$ cat config.mk
export PLATFORM = sky130hd
export DESIGN_NAME = ipx_pin_router
export DESIGN_NICKNAME = d
export VERILOG_FILES = /design/src/inc/ipx_pkg.sv /design/src/rtl/ipx_pin_router.sv
export SDC_FILE = /design/constraint.sdc
export NUM_CORES = 1
export LEC_CHECK = 0
export BUFFER_PORTS_ARGS = -buffer_cell sky130_fd_sc_hd__clkbuf_2
export CORE_MARGIN = 5
export CORE_UTILIZATION = 44
export CTS_CLUSTER_DIAMETER = 40
export CTS_CLUSTER_SIZE = 30
export DETAILED_ROUTE_END_ITERATION = 10
export HOLD_SLACK_MARGIN = 0.06
export PLACE_DENSITY = 0.74
export SLEW_MARGIN = 20
export SYNTH_ARGS = -nofsm -noshare
export SYNTH_HDL_FRONTEND = slang
export SYNTH_SLANG_ARGS = --single-unit
$ cat constraint.sdc
create_clock -name clock -period 1.1 [get_ports clock]
set_input_delay 0.33 -clock clock [delete_from_list [all_inputs] [get_ports clock]]
set_output_delay 0.33 -clock clock [all_outputs]
set_load 0.01 [all_outputs]
$ cat src/inc/ipx_pkg.sv
// Package of constants and types for the pin control and peripheral pin router.
package ipx_pkg;

	// Register port addresses of the plain register bus.
	localparam logic [3:0] ADDR_PORT_DATA      = 4'h0;
	localparam logic [3:0] ADDR_PORT_DIRECTION = 4'h1;
	localparam logic [3:0] ADDR_PIN_FEATURE    = 4'h2;
	localparam logic [3:0] ADDR_GRANT_STATUS   = 4'h3;
	localparam logic [3:0] ADDR_PIN_STATE      = 4'h4;

	// Field layout of the pin feature register write word.
	localparam int FEAT_CODE_LSB = 0;
	localparam int FEAT_CODE_W   = 3;
	localparam int FEAT_SIDE_BIT = 3;
	localparam int FEAT_ADDR_LSB = 4;
	localparam int FEAT_ADDR_W   = 3;

	// Reset values: every pin a digital input with buffer on and no pull.
	localparam logic [7:0] PORT_DATA_RST = 8'h00;
	localparam logic [7:0] PORT_DIR_RST  = 8'hff;

	// Number of peripheral router columns, highest priority first.
	localparam int NUM_PERIPH = 6;

	// Pin feature codes.
	typedef enum logic [2:0] {
		IPX_FEAT_OUT_NORMAL = 3'h0,
		IPX_FEAT_OUT_HIGH   = 3'h1,
		IPX_FEAT_IN_NOPULL  = 3'h2,
		IPX_FEAT_IN_PULLUP  = 3'h3,
		IPX_FEAT_IN_PULLDN  = 3'h4,
		IPX_FEAT_IN_OFF     = 3'h5
	} ipx_feat_t;

endpackage : ipx_pkg

$ cat src/rtl/ipx_pin_router.sv
// Per-pin IO control registers and priority peripheral pin router for one port.
// The router is fully registered: grants, ownership and analog switches change one
// enabled cycle after the enables that cause them, so no pin flips owners mid-cycle.
// Pad levels are synchronised before use, so a peripheral sees a pad change two
// enabled cycles after it happens.
// The crystal oscillator outranks every digital column only in digital mode; in analog mode it
// keeps the converter reference off the analog switches.
// Analog use never touches the digital registers: software sets direction and
// features of an analog pin itself before it enables the converter or comparator.
// While clk_en is low every register, the synchronisers included, holds its value.
// Feature settings cannot be read back; a read of the feature address returns zero.
//
// Local design decisions: the placing of the registers and the plain strobed port.
`timescale 1ns/1ps

module ipx_pin_router
	import ipx_pkg::*;
#(
	parameter int                  NUM_PINS    = 8,
	parameter logic [7:0]          SER_RX_PIN  = 8'h06,
	parameter logic [7:0]          SER_TX_PIN  = 8'h05,
	parameter logic [7:0]          SLV_DO_PIN  = 8'h04,
	parameter logic [7:0]          SLV_CS_PIN  = 8'h05,
	// Pin set of each digital peripheral column, index 0 highest priority.
	parameter logic [NUM_PERIPH*8-1:0] PERIPH_PINS = {
		8'h40, 8'h60, 8'h3c, 8'h3c, 8'h1c, 8'h02},
	// Forced output mask of each column; bits outside the set are ignored.
	parameter logic [NUM_PERIPH*8-1:0] PERIPH_OUTS = {
		8'h48, 8'h60, 8'h48, 8'h10, 8'h0c, 8'h00}
) (
	// Clock, enable and reset.
	input  wire logic                  clock,
	input  wire logic                  clk_en,
	input  wire logic                  rst_n,
	// Register port.
	input  wire logic [3:0]            reg_addr,
	input  wire logic [7:0]            reg_wdata,
	input  wire logic                  reg_wr,
	input  wire logic                  reg_rd,
	output logic      [7:0]            reg_rdata,
	// Peripheral requests and signals.
	input  wire logic [NUM_PERIPH-1:0] periph_en,
	input  wire logic [NUM_PERIPH*8-1:0] periph_do,
	output logic      [NUM_PERIPH*8-1:0] periph_di,
	input  wire logic                  xosc_en,
	input  wire logic                  xosc_analog,
	input  wire logic [7:0]            xosc_pins,
	input  wire logic                  conv_en,
	input  wire logic                  comp_en,
	input  wire logic [2:0]            converter_channel_select,
	input  wire logic [2:0]            converter_reference_select,
	input  wire logic                  converter_reference_ext,
	output logic      [7:0]            analog_connect,
	// Default routed serial links.
	input  wire logic                  ser_txd,
	output logic                       ser_rxd,
	// Pads.
	input  wire logic [7:0]            pad_in,
	output logic      [7:0]            pad_out,
	output logic      [7:0]            pad_oe,
	output logic      [7:0]            pad_ie,
	output logic      [7:0]            pad_high_drive,
	output logic      [7:0]            pad_pull_up,
	output logic      [7:0]            pad_pull_down
);

	// Register state.
	logic [7:0]      port_data_reg_q;
	logic [7:0]      port_direction_reg_q;
	logic [7:0]      in_off_q;
	logic [7:0]      pull_up_q;
	logic [7:0]      pull_dn_q;
	logic [7:0]      high_drv_q;
	logic [7:0]      pin_sync1_q;
	logic [7:0]      pin_sync2_q;
	logic [7:0]      own_q;
	logic [7:0]      own_dir_q;
	logic [7:0]      own_do_q;
	logic [7:0]      analog_q;
	logic [NUM_PERIPH-1:0] grant_q;
	logic [NUM_PERIPH-1:0] grant_d;
	logic [7:0]      own_d;
	logic [7:0]      own_dir_d;
	logic [7:0]      own_do_d;
	logic [7:0]      analog_d;
	logic [2:0]      feat_code;
	logic [2:0]      feat_pin;
	logic            feat_wr;

	// Decodes a pin index into a one-hot mask.
	function automatic logic [7:0] pin_mask(input logic [2:0] idx);
		pin_mask = 8'h01 << idx;
	endfunction : pin_mask

	assign feat_code = reg_wdata[FEAT_CODE_LSB +: FEAT_CODE_W];
	assign feat_pin  = reg_wdata[FEAT_ADDR_LSB +: FEAT_ADDR_W];
	assign feat_wr   = reg_wr && (reg_addr == ADDR_PIN_FEATURE);

	// Port data and direction are written as a whole port.
	always_ff @(posedge clock or negedge rst_n) begin
		if (!rst_n) begin
			port_data_reg_q      <= PORT_DATA_RST;
			port_direction_reg_q <= PORT_DIR_RST;
		end else if (clk_en && reg_wr) begin
			if (reg_addr == ADDR_PORT_DATA) begin
				port_data_reg_q <= reg_wdata;
			end
			if (reg_addr == ADDR_PORT_DIRECTION) begin
				port_direction_reg_q <= reg_wdata;
			end
		end
	end

	// Pin feature writes update one addressed pin; the side bit picks output or input.
	always_ff @(posedge clock or negedge rst_n) begin
		if (!rst_n) begin
			in_off_q   <= 8'h00;
			pull_up_q  <= 8'h00;
			pull_dn_q  <= 8'h00;
			high_drv_q <= 8'h00;
		end else if (clk_en && feat_wr) begin
			if (reg_wdata[FEAT_SIDE_BIT]) begin
				// Output side feature.
				high_drv_q[feat_pin] <= (feat_code == IPX_FEAT_OUT_HIGH);
			end else begin
				// Input side feature.
				in_off_q[feat_pin]  <= (feat_code == IPX_FEAT_IN_OFF);
				pull_up_q[feat_pin] <= (feat_code == IPX_FEAT_IN_PULLUP);
				pull_dn_q[feat_pin] <= (feat_code == IPX_FEAT_IN_PULLDN);
			end
		end
	end

	// Pad inputs pass two flip-flops before any logic reads them.
	always_ff @(posedge clock or negedge rst_n) begin
		if (!rst_n) begin
			pin_sync1_q <= 8'h00;
			pin_sync2_q <= 8'h00;
		end else if (clk_en) begin
			pin_sync1_q <= pad_in;
			pin_sync2_q <= pin_sync1_q;
		end
	end

	// Priority arbitration: a column wins only if its whole set is free.
	always_comb begin
		logic [7:0] taken;
		logic [7:0] set;
		logic [7:0] ana;
		taken     = 8'h00;
		set       = 8'h00;
		grant_d   = '0;
		own_d     = 8'h00;
		own_dir_d = 8'h00;
		own_do_d  = 8'h00;
		ana       = 8'h00;
		// Crystal oscillator has top priority in digital mode; in analog mode it closes its pins' analog switches and blocks the converter reference.
		if (xosc_en) begin
			if (xosc_analog) begin
				ana = xosc_pins;
			end else begin
				taken = xosc_pins;
				own_d = xosc_pins;
			end
		end
		for (int i = 0; i < NUM_PERIPH; i++) begin
			set = PERIPH_PINS[i*8 +: 8];
			if (periph_en[i] && ((set & taken) == 8'h00)) begin
				grant_d[i] = 1'b1;
				taken      = taken | set;
				own_d      = own_d | set;
				own_dir_d  = own_dir_d | (set & PERIPH_OUTS[i*8 +: 8]);
				own_do_d   = own_do_d | (set & PERIPH_OUTS[i*8 +: 8] & periph_do[i*8 +: 8]);
			end
		end
		// Converter and comparator share the select fields; only the reference yields to an analog xosc.
		if (conv_en || comp_en) begin
			ana = ana | pin_mask(converter_channel_select);
			if (converter_reference_ext && !(xosc_en && xosc_analog)) begin
				ana = ana | pin_mask(converter_reference_select);
			end
		end
		analog_d = ana;
	end

	// Router state is refreshed every enabled cycle from current enables.
	always_ff @(posedge clock or negedge rst_n) begin
		if (!rst_n) begin
			grant_q   <= '0;
			own_q     <= 8'h00;
			own_dir_q <= 8'h00;
			own_do_q  <= 8'h00;
			analog_q  <= 8'h00;
		end else if (clk_en) begin
			grant_q   <= grant_d;
			own_q     <= own_d;
			own_dir_q <= own_dir_d;
			own_do_q  <= own_do_d;
			analog_q  <= analog_d;
		end
	end

	// Pad drive: GPIO registers by default, router when a peripheral owns the pin.
	always_comb begin
		logic [7:0] gp_out;
		logic [7:0] oe;
		gp_out = port_data_reg_q;
		oe     = ~port_direction_reg_q;
		gp_out[SER_TX_PIN[2:0]] = port_data_reg_q[SER_TX_PIN[2:0]] & ser_txd;
		for (int p = 0; p < 8; p++) begin
			if (own_q[p]) begin
				oe[p]     = own_dir_q[p];
				gp_out[p] = own_do_q[p];
			end
		end
		// Slave data out only drives while the chip select pin is low.
		if (own_q[SLV_DO_PIN[2:0]] && pin_sync2_q[SLV_CS_PIN[2:0]]) begin
			oe[SLV_DO_PIN[2:0]] = 1'b0;
		end
		pad_out        = gp_out;
		pad_oe         = oe;
		pad_ie         = ~in_off_q;
		pad_high_drive = high_drv_q;
		pad_pull_up    = pull_up_q & ~in_off_q;
		pad_pull_down  = pull_dn_q & ~in_off_q;
		analog_connect = analog_q;
	end

	// Input distribution; dual-listed inputs share the same synchronised level.
	always_comb begin
		for (int i = 0; i < NUM_PERIPH; i++) begin
			periph_di[i*8 +: 8] = pin_sync2_q & PERIPH_PINS[i*8 +: 8] & {8{grant_q[i]}};
		end
		ser_rxd = port_direction_reg_q[SER_RX_PIN[2:0]] ? pin_sync2_q[SER_RX_PIN[2:0]]
			: 1'b1;
	end

	// Registered read data, valid the cycle after the strobe.
	always_ff @(posedge clock or negedge rst_n) begin
		if (!rst_n) begin
			reg_rdata <= 8'h00;
		end else if (clk_en && reg_rd) begin
			unique case (reg_addr)
				ADDR_PORT_DATA:      reg_rdata <= port_direction_reg_q & pin_sync2_q
					| ~port_direction_reg_q & port_data_reg_q;
				ADDR_PORT_DIRECTION: reg_rdata <= port_direction_reg_q;
				ADDR_GRANT_STATUS:   reg_rdata <= 8'(grant_q);
				ADDR_PIN_STATE:      reg_rdata <= own_q;
				default:             reg_rdata <= 8'h00;
			endcase
		end
	end

	// Assertions.
	// Reset and default routing.
	AST_RESET_INPUTS: assert property (@(posedge clock) $rose(rst_n) |-> pad_oe == 8'h00)
		else $error("pins not inputs after reset");
	AST_RESET_REGS: assert property (@(posedge clock) $rose(rst_n) |->
		port_direction_reg_q == PORT_DIR_RST && pad_ie == 8'hff && analog_connect == 8'h00)
		else $error("pin state not reset");
	AST_DEFAULT_GPIO: assert property (@(posedge clock) disable iff (!rst_n)
		own_q == 8'h00 && !reg_wr |-> pad_oe == ~port_direction_reg_q)
		else $error("default routing not from direction register");
	AST_NO_REQUEST: assert property (@(posedge clock) disable iff (!rst_n)
		clk_en && periph_en == '0 && !xosc_en |=> own_q == 8'h00 && grant_q == '0)
		else $error("pins owned without a request");

	// Whole-port and single-pin register writes.
	AST_DIR_WRITE: assert property (@(posedge clock) disable iff (!rst_n)
		clk_en && reg_wr && reg_addr == ADDR_PORT_DIRECTION |=>
		port_direction_reg_q == $past(reg_wdata))
		else $error("direction write lost");
	AST_DATA_WRITE: assert property (@(posedge clock) disable iff (!rst_n)
		clk_en && reg_wr && reg_addr == ADDR_PORT_DATA |=>
		port_data_reg_q == $past(reg_wdata))
		else $error("data write lost");
	AST_FEAT_OUT_PIN: assert property (@(posedge clock) disable iff (!rst_n)
		clk_en && feat_wr |=>
		((high_drv_q ^ $past(high_drv_q)) & ~pin_mask($past(feat_pin))) == 8'h00)
		else $error("feature write changed the drive of another pin");
	AST_FEAT_IN_PIN: assert property (@(posedge clock) disable iff (!rst_n)
		clk_en && feat_wr |=>
		(((pull_up_q ^ $past(pull_up_q)) | (pull_dn_q ^ $past(pull_dn_q))
		| (in_off_q ^ $past(in_off_q))) & ~pin_mask($past(feat_pin))) == 8'h00)
		else $error("feature write changed the input setting of another pin");
	AST_HIGH_DRIVE: assert property (@(posedge clock) disable iff (!rst_n)
		clk_en && feat_wr && reg_wdata[FEAT_SIDE_BIT] |=>
		high_drv_q[$past(feat_pin)] == ($past(feat_code) == IPX_FEAT_OUT_HIGH))
		else $error("drive strength not applied");
	AST_PULL_EXCL: assert property (@(posedge clock) disable iff (!rst_n)
		(pad_pull_up & pad_pull_down) == 8'h00)
		else $error("both pulls on");
	AST_FREEZE_REGS: assert property (@(posedge clock) disable iff (!rst_n)
		!clk_en |=> $stable(port_data_reg_q) && $stable(port_direction_reg_q)
		&& $stable(high_drv_q) && $stable(pull_up_q))
		else $error("registers moved with clock enable low");

	// Router grants and pin ownership.
	AST_GRANT_NEXT: assert property (@(posedge clock) disable iff (!rst_n)
		clk_en |=> grant_q == $past(grant_d))
		else $error("grant not refreshed");
	AST_FREEZE_ROUTER: assert property (@(posedge clock) disable iff (!rst_n)
		!clk_en |=> $stable(grant_q) && $stable(own_q) && $stable(analog_q))
		else $error("router moved with clock enable low");
	AST_ALL_OR_NONE: assert property (@(posedge clock) disable iff (!rst_n)
		grant_q[1] |-> (own_q & PERIPH_PINS[15:8]) == PERIPH_PINS[15:8])
		else $error("partial grant");
	AST_PRIORITY: assert property (@(posedge clock) disable iff (!rst_n)
		grant_q[1] && (PERIPH_PINS[15:8] & PERIPH_PINS[23:16]) != 8'h00 |-> !grant_q[2])
		else $error("lower priority took pins");
	AST_OWNED_DIR: assert property (@(posedge clock) disable iff (!rst_n)
		(pad_oe & own_q & ~pin_mask(SLV_DO_PIN[2:0]))
		== (own_dir_q & own_q & ~pin_mask(SLV_DO_PIN[2:0])))
		else $error("owned pin direction not from router");
	AST_XOSC_DIGITAL: assert property (@(posedge clock) disable iff (!rst_n)
		clk_en && xosc_en && !xosc_analog |=>
		(own_q & $past(xosc_pins)) == $past(xosc_pins))
		else $error("oscillator pins not taken");
	AST_SLAVE_DO: assert property (@(posedge clock) disable iff (!rst_n)
		pin_sync2_q[SLV_CS_PIN[2:0]] && own_q[SLV_DO_PIN[2:0]] |-> !pad_oe[SLV_DO_PIN[2:0]])
		else $error("slave data out driven while deselected");

	// Default serial links.
	AST_SER_TX_AND: assert property (@(posedge clock) disable iff (!rst_n)
		!own_q[SER_TX_PIN[2:0]] |->
		pad_out[SER_TX_PIN[2:0]] == (port_data_reg_q[SER_TX_PIN[2:0]] & ser_txd))
		else $error("transmit pin not data AND transmit");
	AST_SER_RX_IN: assert property (@(posedge clock) disable iff (!rst_n)
		port_direction_reg_q[SER_RX_PIN[2:0]] |-> ser_rxd == pin_sync2_q[SER_RX_PIN[2:0]])
		else $error("receive input not fed from input pin");
	AST_SER_RX_IDLE: assert property (@(posedge clock) disable iff (!rst_n)
		!port_direction_reg_q[SER_RX_PIN[2:0]] |-> ser_rxd)
		else $error("receive input not idle with output pin");

	// Analog switches.
	AST_ANALOG_SEL: assert property (@(posedge clock) disable iff (!rst_n)
		clk_en && conv_en ##1 1'b1 |-> analog_connect[$past(converter_channel_select)])
		else $error("selected channel not connected");
	AST_ANALOG_IDLE: assert property (@(posedge clock) disable iff (!rst_n)
		clk_en && !xosc_en && !conv_en && !comp_en |=> analog_connect == 8'h00)
		else $error("analog switch closed without a request");
	AST_DIGITAL_KEPT: assert property (@(posedge clock) disable iff (!rst_n)
		!reg_wr && (conv_en || comp_en) |=>
		$stable(port_direction_reg_q) && $stable(port_data_reg_q))
		else $error("analog enable changed digital settings");

	// Cover properties of the main scenarios.
	COV_GRANT: cover property (@(posedge clock) disable iff (!rst_n) grant_q[0]);
	COV_BLOCKED: cover property (@(posedge clock) disable iff (!rst_n)
		periph_en[1] && !grant_q[1] ##1 grant_q[1]);
	COV_ANALOG: cover property (@(posedge clock) disable iff (!rst_n) analog_connect != 8'h00);
	COV_FEAT: cover property (@(posedge clock) disable iff (!rst_n) feat_wr && clk_en);
	COV_XOSC: cover property (@(posedge clock) disable iff (!rst_n) xosc_en && own_q != 8'h00);

endmodule : ipx_pin_router

==> impl_metrics.json, run 1 <==
{
  "worst_ep_required_time_ps": 770,
  "clkTransAtPathRegs_ps": 70,
  "tightest_slew_ps": 627.1,
  "final_area_um2": 7961,
  "row_count": 39,
  "muxShareOfSynthArea_pct": 15.33,
  "p_leak_nw": 3.937,
  "post-route-min-period_ps": 1563,
  "critPathKind": "register to primary output",
  "synthXorXnorAreaFrac_pct": 0,
  "tns_ps": -36970,
  "htree_levels": 3,
  "r2r_cells": 4,
  "yosys.area_share.simple_pct": 15.97,
  "drt_iter0_drc": 259,
  "synthArstFlopShare_pct": 100.0,
  "root_buffer": "clkbuf_16",
  "ioPinCount": 212,
  "crit_start": "own_q[4]$_DFFE_PN0P_",
  "synthFlopType": "dfrtp_1",
  "hpwlAfterDp_um": 11030,
  "grt_pass1_wl_um": 25550,
  "drc": 0,
  "critical_path.endpoint": "pad_out[4]",
  "min_period_over_period_pct": 142.1,
  "synth_edf_count": 0,
  "vdd_drop_max_mv": 0.7486,
  "die_x_um": 119.1,
  "startpoint_type": "register",
  "area_growth_pct": 52.15,
  "ys_seq_elements": 101,
  "ys.warnings.count": 0,
  "cts_tree": "done",
  "whs_path_depth": 2,
  "fillers": 777,
  "endpoint_kind": "primary output",
  "track_usage_pct": 22.38,
  "hp-class": "input pin to register",
  "viasPerCell": 5.405,
  "final.setup_skew_ps": 7.083,
  "pre_cts_ws_ps": -777.5,
  "core-area_um2": 11520,
  "rsz0062_at_grt": "yes",
  "final_nets": 854,
  "clock_path_buffers": 2,
  "synth_top_family_by_area": "simple AND/OR/NAND/NOR gates",
  "drive_gt1_share_pct": 59.08,
  "setup_ws_ps": -462.8,
  "timing.rr.end": "reg_rdata[2]$_DFFE_PN0P_",
  "route.vias.total": 4881,
  "synth.area.top_cells": "dfrtp_1 (44%), mux2_2 (15%), buf_4 (4.7%), dfstp_2 (4.0%), o21ai_0 (3.2%)",
  "wl_um": 16910,
  "status": "finished with violations",
  "synth_largest_area_cell": "dfrtp_1",
  "ys_seq_area_share_pct": 48.49,
  "start_util_pct": 45.44,
  "clock.fmax_mhz": 639.9,
  "synthAdderAreaFrac_pct": 0,
  "critPathMaxFanout": 5,
  "diodes": 0,
  "relSlewSlack_pct": 58.01,
  "grt_antenna_before_repair": 0,
  "syn_area_um2": 5233,
  "clk-insertion-delay-late_ps": 340,
  "violations": "negative setup slack",
  "synth.distinct_cells": 50,
  "grt_max_degree": 72,
  "slew_viol_final": 0,
  "numCtsBuffers": 9,
  "synth.avg_cell_area_um2": 10.40,
  "setup_viol": 150,
  "die-area_um2": 14170,
  "most-common-layout-cells": "buf_4 (91), dfrtp_1 (84), clkbuf_2 (81)",
  "final_common_cell": "buf_4",
  "gp_congestion": 0.8284,
  "dieHeight_um": 119.1,
  "portBuffers": 137,
  "finalHoldViolCount": 0,
  "syn_inst": 503,
  "clock_sinks": 101,
  "ant_nets": 0,
  "gr-total-overflow": 0,
  "place_area_um2": 6578,
  "synth_compound_gate_area_share_pct": 12.22,
  "p_per_area_nw_per_um2": 1297,
  "grt_pass1_vias": 5080,
  "yosysTopAreaCellShare_pct": 44.48,
  "reg2reg_slack_ps": -200,
  "r2r_start": "own_q[2]$_DFFE_PN0P_",
  "cp.arrival_ps": 1230,
  "hold_slack_ps": 218.9,
  "maxCapViolCount": 0,
  "wl_per_cell_um": 18.72,
  "firstDrtPassIters": 4
}
[synthesized netlist by cell type, types with 2 or more instances]
cell type,count
nor3_1,4
a21oi_1,14
nor2_1,39
o211ai_1,2
nand4_1,2
nand4b_1,2
a22o_1,8
a22oi_1,3
o221ai_1,2
o22ai_1,4
dfrtp_1,93
nor2b_1,22
nand2_1,38
and3b_1,3
buf_4,33
nand3_1,12
and3_1,4
dfstp_2,8
buf_2,4
o21ai_0,33
nor3b_1,4
and2_1,15
buf_1,3
nand2b_1,6
a32oi_1,3
a31oi_1,10
nand3b_1,2
a221o_1,6
clkbuf_1,14
mux2_2,69
inv_1,22
[state kept, by name, indices dropped and copies added, names as in the netlist]
| register | flops |
|---|---|
| analog_connect | 8 |
| in_off_q | 8 |
| own_q | 8 |
| pad_high_drive | 8 |
| pin_sync1_q | 8 |
| pin_sync2_q | 8 |
| port_data_reg_q | 8 |
| port_direction_reg_q | 8 |
| pull_dn_q | 8 |
| pull_up_q | 8 |
| reg_rdata | 8 |
| grant_q | 6 |
| own_do_q | 5 |
| own_dir_q | 2 |
[final cells by class]
type,instances,area (um2),area share (%)
well taps,143,178.9,2.247
flip-flops and latches,101,2549,32.01
inverters,22,82.58,1.037
clock inverters,4,72.57,0.9115
multi-input cells,358,2846,35.75
repair buffers,263,1986,24.94
clock buffers,12,246.5,3.096
[cell families (layout without fill, tap and decap cells)]
group           after synthesis  count (layout)
simple gates                161             161
flops                       101             101
compound gates               93              93
buf+inv                      76             301
mux                          71              71
other cells                   1              33
[how the worst min path moves through the flow]
stage	to	start
2_1_floorplan	analog_connect[0]$_DFFE_PN0P_	rst_n
6_report	pin_sync1_q[1]$_DFFE_PN0P_	pad_in[1]
3_3_place_gp	pin_sync1_q[6]$_DFFE_PN0P_	rst_n
3_5_place_dp	pin_sync1_q[6]$_DFFE_PN0P_	rst_n
4_1_cts	pin_sync1_q[4]$_DFFE_PN0P_	pad_in[4]
5_1_grt	pin_sync1_q[0]$_DFFE_PN0P_	pad_in[0]
[report_power, final]
| part | internal (mW) | switching (mW) |
|---|---|---|
| Combinational | 1.35 | 1.16 |
| Sequential | 4.09 | 0.327 |
| Clock | 2.05 | 1.35 |
| Total | 7.49 | 2.83 |
[metrics by stage]
stage,power [mW],util (%),instances
finish,10.33,69.13,903
global route,10.73,69.13,903
CTS,9.936,65.23,887
detailed placement,6.159,57.12,826
global placement,6.090,57.12,826
floorplan,5.331,-,535
[critical path, cell delays in order, from the launching register on]
cell and delay, ps:
dfrtp_2 450, mux2_4 310, clkbuf_2 130
[repair_timing]
| action | 4_1_cts | 5_1_grt |
|---|---|---|
| gates resized for setup | 84 | 137 |
| hold buffers | 1 | 0 |
| pin swaps | 41 | 27 |
| endpoints found under the setup margin | 153 | 155 |
| setup buffers | 45 | 23 |
| cloned | 0 | 0 |
| endpoints found under the hold margin | 12 | 0 |
[routing by layer]
metal	vias up	global-route usage [%]	wire [um]	part of all wire (%)
met5	-	0	0	0
met4	0	10.50	574	3.4
met3	45	5.024	1164	6.9
met2	203	37.09	8385	50
met1	2430	27.84	6783	40
li1	2203	-	-	-
Power figures use the tool's default switching activity.
==> run 2, diff against run 1 <==
- BUFFER_PORTS_ARGS: -buffer_cell sky130_fd_sc_hd__clkbuf_2 -> unset
- CELL_PAD_IN_SITES_DETAIL_PLACEMENT: unset -> 1
- CELL_PAD_IN_SITES_GLOBAL_PLACEMENT: unset -> 1
- CORE_UTILIZATION: 44 -> 43
- DONT_BUFFER_PORTS: unset -> 1
- PLACE_DENSITY: 0.74 -> 0.73
==> impl_metrics.json, run 2 (synthesis gave the netlist of run 1 again) <==
{
  "post-route-min-period_ps": 1524,
  "comb_power_share_pct": 17.1,
  "hold_slack_ps": -335.7,
  "finalHoldViolCount": 101,
  "relSlewSlack_pct": 37.72,
  "status": "finished with violations",
  "die-area_um2": 14470,
  "reg2reg_slack_ps": -130,
  "die_x_um": 120.3,
  "min_period_over_period_pct": 138.5,
  "cp_slowest_cell": "dfrtp_2",
  "tns_ps": -23960,
  "grt_max_degree": 102,
  "p_per_area_nw_per_um2": 1426,
  "viasPerCell": 5.553,
  "hp-class": "input pin to asynchronous set/reset pin",
  "ant_nets": 0,
  "hpwlAfterDp_um": 10890,
  "drive_gt1_share_pct": 49.12,
  "switching_share_pct": 26.18,
  "cts-hold-fix-buffers": 1,
  "clock.fmax_mhz": 656.4,
  "track_usage_pct": 21.42,
  "dieHeight_um": 120.3,
  "gr-total-overflow": 0,
  "crit_family": "flip-flops",
  "firstDrtPassIters": 4,
  "setup_ws_ps": -423.6,
  "final_common_cell": "dfrtp_1",
  "portBuffers": 0,
  "gp_congestion": 0.8498,
  "path_buf_inv": 0,
  "startpoint_type": "register",
  "clk-insertion-delay-late_ps": 350,
  "setup_viol": 144,
  "route.vias.total": 3987,
  "r2r_start": "port_direction_reg_q[6]$_DFFE_PN1P_",
  "critPathKind": "register to primary output",
  "slew_viol_final": 0,
  "clock_path_buffers": 2,
  "worstPathCellList": "mux2_4",
  "clock_sinks": 101,
  "pwr-share-clk_pct": 36.2,
  "cpPeakStageDelay_ps": 480,
  "numCtsBuffers": 9,
  "start_util_pct": 43.74,
  "rsz0062_at_grt": "yes",
  "endpoint_kind": "primary output",
  "worst_ep_required_time_ps": 770,
  "grt_pass1_vias": 4262,
  "row_count": 40,
  "critPathMaxFanout": 5,
  "most-common-layout-cells": "dfrtp_1 (77), mux2_2 (50), buf_4 (49)",
  "grt_antenna_before_repair": 1,
  "seqPwrFrac_pct": 46.7,
  "p_leak_nw": 2.993,
  "drt_iter0_drc": 214,
  "timing.rr.end": "reg_rdata[6]$_DFFE_PN0P_",
  "vdd_drop_max_mv": 0.8561,
  "core-area_um2": 11960,
  "r2r_cells": 5,
  "power_switching_mw": 2.499,
  "clkTransAtPathRegs_ps": 70,
  "ioPinCount": 212,
  "cts_tree": "done",
  "violations": "negative hold slack, negative setup slack",
  "grt_pass1_wl_um": 24090,
  "drc": 0,
  "tightest_slew_ps": 932.1,
  "wl_um": 15920,
  "area_growth_pct": 27.93,
  "wl_per_cell_um": 22.17,
  "final.setup_skew_ps": 7.276,
  "htree_levels": 3,
  "final_area_um2": 6694,
  "maxCapViolCount": 0,
  "power.internal_mw": 7.046,
  "final_nets": 664,
  "place_area_um2": 5644,
  "cp.arrival_ps": 1190,
  "root_buffer": "clkbuf_16"
}
==> run 2: worst max path at each step <==
stage	startpoint	endpoint	slack (ps)	depth (start not counted)
2_1_floorplan	xosc_pins[2]	grant_q[4]$_DFFE_PN0P_	-530	4
3_3_place_gp	reg_addr[2]	in_off_q[5]$_DFFE_PN0P_	-680	5
3_5_place_dp	reg_addr[2]	pull_up_q[7]$_DFFE_PN0P_	-690	5
4_1_cts	own_q[4]$_DFFE_PN0P_	pad_out[4]	-410	1
5_1_grt	pin_sync2_q[5]$_DFFE_PN0P_	pad_oe[4]	-450	3
6_report	own_q[4]$_DFFE_PN0P_	pad_out[4]	-420	1
==> run 2: power groups by stage <==
stage | clock network, mW | logic [mW] | registers (mW)
detailed placement | 0 | 1.16 | 4.47
CTS | 3.52 | 1.48 | 4.43
global placement | 0 | 1.11 | 4.45
finish | 3.46 | 1.63 | 4.46
global route | 3.67 | 1.76 | 4.50
floorplan | 0 | 0.981 | 4.35
==> run 2: metal layers <==
layer / up-vias / GRT usage [%] / share of wire [%] / wire [um]
met1: 2036 / 26.78 / 42 / 6618
met5: - / 0 / 0 / 0
met3: 17 / 6.455 / 7.4 / 1174
li1: 1817 / - / - / -
met2: 117 / 35.58 / 49 / 7859
met4: 0 / 7.011 / 1.7 / 265
==> run 2: timing repair <==
action,4_1_cts,5_1_grt
resized for setup,103,52
pin swaps,32,19
endpoints found under the setup margin,140,133
buffers inserted,24,10
endpoints found under the hold margin,105,101
==> run 2: area by class of cell <==
cell class | instances | area (um2)
fill | 1259 | 5268
multi-input combinational | 358 | 2913
sequential | 101 | 2557
timing repair buffer | 73 | 636.9
clock buffer | 11 | 242.7
tap | 147 | 183.9
inverter | 22 | 82.58
clock inverter | 5 | 75.07
antenna | 1 | 2.502
==> run 2: per-stage QoR <==
stage | utilization (%) | power, mW | setup slack (ps) | cells
4_1_cts | 53.85 | 9.428 | -409.9 | 709
3_3_place_gp | 47.19 | 5.567 | -683.7 | 668
3_5_place_dp | 47.19 | 5.628 | -687.4 | 668
6_report | 55.96 | 9.545 | -423.6 | 718
2_1_floorplan | - | 5.331 | -529.2 | 535
5_1_grt | 55.96 | 9.929 | -453.0 | 718
